File: config.mk
export PLATFORM = sky130hd
export DESIGN_NAME = bdsc_config
export DESIGN_NICKNAME = d
export VERILOG_FILES = /design/src/core/bdsc_pkg.sv /design/src/core/bdsc_pin_sync.sv /design/src/core/bdsc_config.sv
export SDC_FILE = /design/constraint.sdc
export NUM_CORES = 1
export LEC_CHECK = 0
export BUFFER_PORTS_ARGS = -buffer_cell sky130_fd_sc_hd__clkbuf_2
export CORE_ASPECT_RATIO = 0.8
export CORE_MARGIN = 1.5
export CORE_UTILIZATION = 50
export DETAILED_ROUTE_END_ITERATION = 7
export GPL_TIMING_DRIVEN = 1
export PLACE_DENSITY_LB_ADDON = 0.25
export SYNTH_ARGS = -nofsm -noshare
export SYNTH_HDL_FRONTEND = slang
export SYNTH_SLANG_ARGS = --single-unit
File: constraint.sdc
create_clock -name pclk -period 2.1 [get_ports pclk]
set_input_delay 0.21 -clock pclk [delete_from_list [all_inputs] [get_ports pclk]]
set_output_delay 0.21 -clock pclk [all_outputs]
set_load 0.005 [all_outputs]
File: src/core/bdsc_pkg.sv
// Constants shared by the boost, dither and sync configuration bank
package bdsc_pkg;
  // Printed register indices; byte address is four times the index
  localparam logic [9:0] BDSC_IDX_CFG = 10'h0a5;
  localparam logic [9:0] BDSC_IDX_LOCK_HI = 10'h0a6;
  localparam logic [9:0] BDSC_IDX_CTRL = 10'h0b0;
  localparam logic [9:0] BDSC_IDX_STATUS = 10'h0b1;
  localparam int BDSC_ADDR_W = 12;
  // Field positions in the configuration register
  localparam int BDSC_SYNC_EN_BIT = 7;
  localparam int BDSC_DITHER_MSB = 6;
  localparam int BDSC_DITHER_LSB = 5;
  localparam int BDSC_BOOST_MSB = 4;
  localparam int BDSC_BOOST_LSB = 0;
  // Field positions in the neighbouring register and own control register
  localparam int BDSC_LOCK_LO_MSB = 7;
  localparam int BDSC_LOCK_LO_LSB = 3;
  localparam int BDSC_ADAPT_BIT = 0;
  localparam int BDSC_LOCK_W = 13;
  // Reset values
  localparam logic [7:0] BDSC_CFG_RST = 8'h00;
  localparam logic [7:0] BDSC_LOCK_HI_RST = 8'h00;
  localparam logic [7:0] BDSC_CTRL_RST = 8'h00;
  // Boost voltage mapping in volts
  localparam logic [5:0] BDSC_BOOST_BASE_V = 6'h0a;
  localparam logic [5:0] BDSC_BOOST_MAX_V = 6'h28;
  localparam logic [4:0] BDSC_BOOST_SAT_CODE = 5'h1e;
  // Synthesiser divide factors per resolution setting
  localparam logic [7:0] BDSC_FACTOR_0 = 8'h1a;
  localparam logic [7:0] BDSC_FACTOR_1 = 8'h32;
  localparam logic [7:0] BDSC_FACTOR_2 = 8'h62;
  localparam logic [7:0] BDSC_FACTOR_3 = 8'hc4;
endpackage : bdsc_pkg

File: src/core/bdsc_pin_sync.sv
// Three-stage pin synchroniser with agreement filter and rising-edge pulse
`timescale 1ns/10ps
module bdsc_pin_sync (
  input wire logic pclk,
  input wire logic presetn,
  input wire logic pin,
  output logic level_q,
  output logic rise_q
);
  logic s1_q;
  logic s2_q;
  logic s3_q;

  always_ff @(posedge pclk or negedge presetn) begin
    if (!presetn) begin
      s1_q <= 1'b0;
      s2_q <= 1'b0;
      s3_q <= 1'b0;
    end else begin
      s1_q <= pin;
      s2_q <= s1_q;
      s3_q <= s2_q;
    end
  end

  // Level moves only once the last two stages agree
  always_ff @(posedge pclk or negedge presetn) begin
    if (!presetn) begin
      level_q <= 1'b0;
      rise_q <= 1'b0;
    end else begin
      rise_q <= (s2_q == s3_q) && s3_q && !level_q;
      if (s2_q == s3_q) begin
        level_q <= s3_q;
      end
    end
  end
endmodule : bdsc_pin_sync

File: src/core/bdsc_config.sv
// Boost, dither and frame sync configuration bank with APB access
//
// Our own choice: the APB interface to the registers.
`timescale 1ns/10ps
module bdsc_config
  import bdsc_pkg::*;
(
  input wire logic pclk,
  input wire logic presetn,
  input wire logic psel,
  input wire logic penable,
  input wire logic pwrite,
  input wire logic [BDSC_ADDR_W-1:0] paddr,
  input wire logic [31:0] pwdata,
  output logic [31:0] prdata,
  output logic pready,
  output logic pslverr,
  input wire logic vsync_pin,
  input wire logic [7:0] neighbour_cfg,
  input wire logic [1:0] pwm_resolution,
  output logic sync_enable_q,
  output logic sync_pulse_q,
  output logic [BDSC_LOCK_W-1:0] lock_count_q,
  output logic [1:0] synth_freq_sel_q,
  output logic [7:0] lock_factor_q,
  output logic [1:0] dither_bits_q,
  output logic [5:0] boost_volts_q,
  output logic boost_load_q,
  output logic boost_fixed_q
);
  logic [7:0] cfg_q;
  logic [7:0] lock_hi_q;
  logic [7:0] ctrl_q;
  logic [31:0] prdata_q;
  logic pready_q;
  logic pslverr_q;
  logic vs_level;
  logic vs_rise;
  logic [9:0] idx;
  logic aligned;
  logic setup;
  logic wr_cfg;
  logic wr_ctrl;
  logic [4:0] code;
  logic adapt;

  assign idx = paddr[BDSC_ADDR_W-1:2];
  assign aligned = (paddr[1:0] == 2'b00);
  assign setup = psel && !penable;
  assign wr_cfg = psel && penable && pready_q && pwrite && aligned && (idx == BDSC_IDX_CFG);
  assign wr_ctrl = psel && penable && pready_q && pwrite && aligned && (idx == BDSC_IDX_CTRL);
  assign code = cfg_q[BDSC_BOOST_MSB:BDSC_BOOST_LSB];
  assign adapt = ctrl_q[BDSC_ADAPT_BIT];
  assign prdata = prdata_q;
  assign pready = pready_q;
  assign pslverr = pslverr_q;

  bdsc_pin_sync u_vsync (
    .pclk(pclk),
    .presetn(presetn),
    .pin(vsync_pin),
    .level_q(vs_level),
    .rise_q(vs_rise)
  );

  // Answer is prepared in the setup cycle and ready in the first access cycle
  always_ff @(posedge pclk or negedge presetn) begin
    if (!presetn) begin
      pready_q <= 1'b0;
      pslverr_q <= 1'b0;
      prdata_q <= 32'h0000_0000;
    end else begin
      pready_q <= setup;
      if (setup) begin
        pslverr_q <= 1'b0;
        prdata_q <= 32'h0000_0000;
        if (!aligned) begin
          pslverr_q <= 1'b1;
        end else if (idx == BDSC_IDX_CFG) begin
          prdata_q <= {24'h000000, cfg_q};
        end else if (idx == BDSC_IDX_LOCK_HI) begin
          prdata_q <= {24'h000000, lock_hi_q};
        end else if (idx == BDSC_IDX_CTRL) begin
          prdata_q <= {24'h000000, ctrl_q};
        end else if (idx == BDSC_IDX_STATUS) begin
          prdata_q <= {30'h00000000, cfg_q[BDSC_SYNC_EN_BIT], vs_level};
        end else begin
          pslverr_q <= 1'b1;
        end
      end
    end
  end

  // Register writes at the completing access edge
  always_ff @(posedge pclk or negedge presetn) begin
    if (!presetn) begin
      cfg_q <= BDSC_CFG_RST;
      lock_hi_q <= BDSC_LOCK_HI_RST;
      ctrl_q <= BDSC_CTRL_RST;
    end else if (psel && penable && pready_q && pwrite && aligned) begin
      if (idx == BDSC_IDX_CFG) begin
        cfg_q <= pwdata[7:0];
      end else if (idx == BDSC_IDX_LOCK_HI) begin
        lock_hi_q <= pwdata[7:0];
      end else if (idx == BDSC_IDX_CTRL) begin
        ctrl_q <= {7'h00, pwdata[BDSC_ADAPT_BIT]};
      end
    end
  end

  always_ff @(posedge pclk or negedge presetn) begin
    if (!presetn) begin
      sync_enable_q <= 1'b0;
      sync_pulse_q <= 1'b0;
    end else begin
      sync_enable_q <= cfg_q[BDSC_SYNC_EN_BIT];
      sync_pulse_q <= cfg_q[BDSC_SYNC_EN_BIT] && vs_rise;
    end
  end

  always_ff @(posedge pclk or negedge presetn) begin
    if (!presetn) begin
      dither_bits_q <= 2'b00;
    end else begin
      dither_bits_q <= cfg_q[BDSC_DITHER_MSB:BDSC_DITHER_LSB];
    end
  end

  always_ff @(posedge pclk or negedge presetn) begin
    if (!presetn) begin
      boost_volts_q <= BDSC_BOOST_BASE_V;
    end else if (code >= BDSC_BOOST_SAT_CODE) begin
      boost_volts_q <= BDSC_BOOST_MAX_V;
    end else begin
      boost_volts_q <= BDSC_BOOST_BASE_V + {1'b0, code};
    end
  end

  // regulator start load or fixed voltage
  always_ff @(posedge pclk or negedge presetn) begin
    if (!presetn) begin
      boost_load_q <= 1'b0;
      boost_fixed_q <= 1'b1;
    end else begin
      boost_fixed_q <= !adapt;
      boost_load_q <= (adapt && wr_cfg) || (wr_ctrl && !adapt && pwdata[BDSC_ADAPT_BIT]);
    end
  end

  always_ff @(posedge pclk or negedge presetn) begin
    if (!presetn) begin
      lock_count_q <= 13'h0000;
    end else if (cfg_q[BDSC_SYNC_EN_BIT]) begin
      lock_count_q <= {lock_hi_q, neighbour_cfg[BDSC_LOCK_LO_MSB:BDSC_LOCK_LO_LSB]};
    end else begin
      lock_count_q <= 13'h0000;
    end
  end

  always_ff @(posedge pclk or negedge presetn) begin
    if (!presetn) begin
      synth_freq_sel_q <= 2'b00;
      lock_factor_q <= BDSC_FACTOR_0;
    end else begin
      synth_freq_sel_q <= pwm_resolution;
      case (pwm_resolution)
        2'b00: lock_factor_q <= BDSC_FACTOR_0;
        2'b01: lock_factor_q <= BDSC_FACTOR_1;
        2'b10: lock_factor_q <= BDSC_FACTOR_2;
        default: lock_factor_q <= BDSC_FACTOR_3;
      endcase
    end
  end
endmodule : bdsc_config

Word level (Yosys, flattened, before mapping):

Cells that the tools add are included.

* word-level logic and storage cells: 66
* input port bits: 60
* output and inout bits: 69
* register bits: 91

* order comparisons: 1
* equal/unequal tests: 7
* mux-type cells: 13
* reduce and logical (&&, ||, !) cells: 22
* bitwise operators: 2
* add/sub/neg operators: 1

Operator list (number)
* $eq 10x8->1 const B: 4
* $mux 32: 1
* $pmux 8 s3: 1
* $mux 8: 2
* $logic_and 1x1->1: 13
* $mux 13: 1
* $add 4x5->6 const A: 1
* $mux 6: 1
* $ge 5x5->1 const B: 1
* $mux 1: 5
* $logic_not 2->1: 2
* $mux 2: 2
* $reduce_and 4->1: 1
* $logic_not 1->1: 3
* $reduce_and 3->1: 1
* $eq 2x1->1 const B: 1
* $eq 2x2->1 const B: 1
* $not 1->1: 2
* $reduce_and 2->1: 1
* $eq 1x1->1: 1
* $logic_or 1x1->1: 1

Depth between registers and ports, before layout:

* word-level depth: 8
* gate-level depth with buffers: 5
* gate-level depth less buffers: 4

Modules after synthesis:

Synthesis repeated with hierarchy kept, for this count alone.

* cell total of the unflattened synthesis: 219
* area, all modules: 2745.1 µm²

Modules (own cells, without submodules)
* bdsc_config: area each 2586.2 µm², cells an instance 211, instances 1, seq. area each 1508.9 µm²
* bdsc_pin_sync: area each 158.9 µm², cells an instance 8, instances 1, seq. area each 125.1 µm²

Worst setup path before layout:

OpenSTA, ideal clock, no wires.

* path type: in2reg
* start: input paddr[8]
* end: register lock_hi_q[0]
* arrival: 1.173 ns
* required time: 1.975 ns
* library setup time: 0.125 ns
* path buffers: 1
* slack: 0.803 ns
* stages on the path: 5
* cells stage by stage: and4bb_1 > and2_1 > buf_6 > nand4_4 > mux2_2

* longest elaborated chain between the ends: 3
* elaborated cells between the ends (all ways): 4
* classes of those cells: eq/ne: 2; bitwise: 1; reduce/logical: 1

Ends and longest elaborated chain
* from (decl): line bdsc_config.sv:13 `input wire logic [BDSC_ADDR_W-1:0] paddr,`
* $eq 10x8->1: line bdsc_config.sv:101 `if (idx == BDSC_IDX_CFG) begin`
* $not 1->1 (no source line)
* $reduce_and 3->1 (no source line) *
* to (signal assigned): line bdsc_config.sv:104 `lock_hi_q <= pwdata[7:0];`
* to (decl): line bdsc_config.sv:32 `logic [7:0] lock_hi_q;`

Mark *: on every way between the ends. The rest lies on a longest branch, timed or not.
A chain may end at the register's enable or synchronous reset.

Worst setup path after layout:

* start: register pready_q (netlist: pready)
* end: register lock_hi_q[4]

* longest elaborated chain between the ends: 4

Ends and longest elaborated chain
* from (decl): line bdsc_config.sv:35 `logic pready_q;`
* from (signal assigned): line bdsc_config.sv:73 `pready_q <= setup;`
* $logic_and 1x1->1 (3 in a row): line bdsc_config.sv:100 `end else if (psel && penable && pready_q && pwrite && aligned) begin`
* $reduce_and 3->1 (no source line)

No other way between the ends.

==> reports/results.tsv <==
stage	metric	value	unit
cts	clock-root-buffer	clkbuf_8	
synthesis	synth_top_cell_by_area	dfrtp_1	
finish	syn_to_final_growth	20.8	%
cts	postCtsSetupBuffers	0	
place	dp_cells	347	
detailed_routing	drc	0	
synthesis	avgSynthCellArea	13.3	sq um
worst_setup_path	crit_type	flip-flop to flip-flop	
die	die_area	6030	sq um
synthesis	synth_top_area_share	53.0	%
detailed_routing	wl_per_cell	14.2	um
place	place_congestion	0.787	
finish	layout_commonest_cell	clkbuf_2	
die	initial_core_util	51.5	%
finish	layout_common_cells	clkbuf_2 (75), dfrtp_1 (59), conb_1 (25)	
sta	fin_setup_tns	0	ns
sta	period_needed	1.48	ns
die	core-area	5410	sq um
finish	drive_above_1_share	43.0	%
power	p_leak	1.81	nW
sta	whs	0.0230	ns
worst_setup_path	rr_endpoint	lock_hi_q[4]	
cts	ctsLongestPathBuffers	2	
sta	tightest_slew	0.580	ns
sta	fmax	676	MHz
synthesis	synth_edf_count	0	
sta	relSlewSlack	61.3	%
synthesis	synth_warnings	0	
detailed_routing	route.detailed.vias_per_inst	4.91	
global_route	grt_pass1_vias	1652	
finish	design_area	3360	sq um
place	dpl_cell_area	3150	sq um
die	rows	24	
power	fin_total_pwr	2.46	mW
detailed_routing	drt_pre_antenna_iters	4	
global_route	antenna_found_initial	0	
cts	cts_hold_buf	2	
sta	rsz0062_at_grt	false	
die	io_pins	129	
hold_path	hp-class	primary input to flip-flop	
worst_setup_path	arrival	1.70	ns
sta	hold_viol	0	
synthesis	netlist_instances	210	
global_route	grt_pass1_wl	8.10	mm
worst_setup_path	crit_fanout	8	
finish	fin_util	62.2	%
global_route	grt.total_usage	18.8	%
flow_run	cap_violations	0	
cts	cts_buffers	9	
die	die_w	86.4	um
finish	antenna_cells	0	
worst_setup_path	cp-start-kind	flip-flop	
worst_setup_path	r2r_setup_slack	0.62	ns
sta	setup_slack	0.620	ns
power	peakVddDrop	372	uV
finish	instances_no_fill	365	
hold_path	hold_start	pwm_resolution[1]	
sta	finalCritPeriodShare	70.5	%
synthesis	ys_seq_area_share	58.7	%
detailed_routing	drt_iter0_drc	67	
hold_path	hold_end	synth_freq_sel_q[1]	
synthesis	ys.flop_type	dfrtp_1	
worst_setup_path	endpoint_kind	flip-flop	
cts	cts.sinks	65	
place	dp_slack	0.456	ns
power	power.density	732	nW/um^2
hold_path	holdPathStages	1	
worst_setup_path	timing.rr.start	pready	
cts	clk_pin_slew_worst_paths	0.07	ns
cts	cts_tree	built	
cts	insertion_delay	0.34	ns
synthesis	synthTopCellsByArea	dfrtp_1 (53%), mux2_2 (7.3%), buf_4 (7.0%), dfstp_2 (5.7%), and2_1 (3.8%)	
synthesis	syn_area	2790	sq um
sta	slew_viol_final	0	
die	die_h	69.8	um
worst_setup_path	ff2ff_path_depth	4	
synthesis	synthArstFlopShare	100	%
sta	setup_viol	0	
place	dp_hpwl	3.78	mm
global_route	overflow	0	
detailed_routing	routed_wl	5.18	mm
sta	fin_skew	0.00812	ns
worst_setup_path	required	2.32	ns
cts	cts_resized	0	
detailed_routing	ant_nets	0	
global_route	grt_max_degree	43	
finish	nNetsFinal	361	
synthesis	yosysUniqueCellTypes	46	
detailed_routing	via_count	1792	
status	status	finished, final reports clean	
synthesis	ys_ff_latch	65	
place	port_buffers	76	
cts	htree_levels	3	
-- cells in the mapped netlist, drive strengths merged, types with 3 or more instances --
cell type / n
ha: 6
inv: 6
mux2i: 3
dfrtp: 59
and2b: 3
mux2: 18
o21ai: 5
nor2: 5
dfstp: 6
nand4: 3
nand2b: 3
buf: 28
a221o: 3
and4: 3
nand2: 10
and2: 17
nor3: 3
-- report_power, final --
part	internal, mW	leakage, nW	total [mW]	switching (mW)
clock	0.576	0.0953	1.04	0.463
combinational	0.0568	0.850	0.143	0.0858
sequential	1.27	0.862	1.28	0.00700
-- metal layers --
metal | vias up | GRT usage (%) | routed length, um
li1 | 839 | - | -
met1 | 858 | 24.9 | 2340
met2 | 87 | 27.1 | 2370
met3 | 8 | 6.19 | 360
met4 | 0 | 10.4 | 108
met5 | - | 0 | 0
-- cell type report --
type                            count  area (sq um)
Clock inverter                      5          55.1
Inverter                            6          22.5
Multi-Input combinational cell    133          1000
Timing Repair Buffer               80           428
Sequential cell                    65          1630
Fill cell                         451          2040
Tap cell                           65          81.3
Clock buffer                       11           141
-- worst max path at each step --
stage	from	end
after global placement	paddr[11]	prdata[4]
after detailed placement	paddr[8]	lock_hi_q[2]
after global routing	pready	lock_hi_q[3]
final	pready	lock_hi_q[4]
after floorplan	paddr[8]	lock_hi_q[0]
after CTS	pready	lock_hi_q[3]
-- critical path, stage by stage, from the launching register on --
cell     delay (ns)
dfrtp_1        0.35
nand4_1        0.15
nor3_4         0.28
nand4_4        0.25
mux2_2         0.34
-- registers in the layout, summed over array words and instances (netlist names) --
| register | count |
|---|---|
| boost_fixed_q | 1 |
| boost_load_q | 1 |
| boost_volts_q | 6 |
| cfg_q | 8 |
| ctrl_q | 1 |
| dither_bits_q | 2 |
| lock_count_q | 13 |
| lock_factor_q | 6 |
| lock_hi_q | 8 |
| prdata | 8 |
| pready | 1 |
| pslverr | 1 |
| sync_enable_q | 1 |
| sync_pulse_q | 1 |
| synth_freq_sel_q | 2 |
| u_vsync.level_q | 1 |
| u_vsync.rise_q | 1 |
| u_vsync.s1_q | 1 |
| u_vsync.s2_q | 1 |
| u_vsync.s3_q | 1 |
-- cells by family after synthesis --
kind of cell	count (synthesis)	share of synthesized area (%)
buffers and inverters	36	8.63
and+or+nand+nor	59	15.7
DFF	65	58.7
muxes	21	8.36
other	1	0.135
AOI/OAI and AO/OA	20	5.17
adders and majority gates	6	2.70
xor gates and xnor gates	2	0.629
Power figures use the tool's default switching activity.
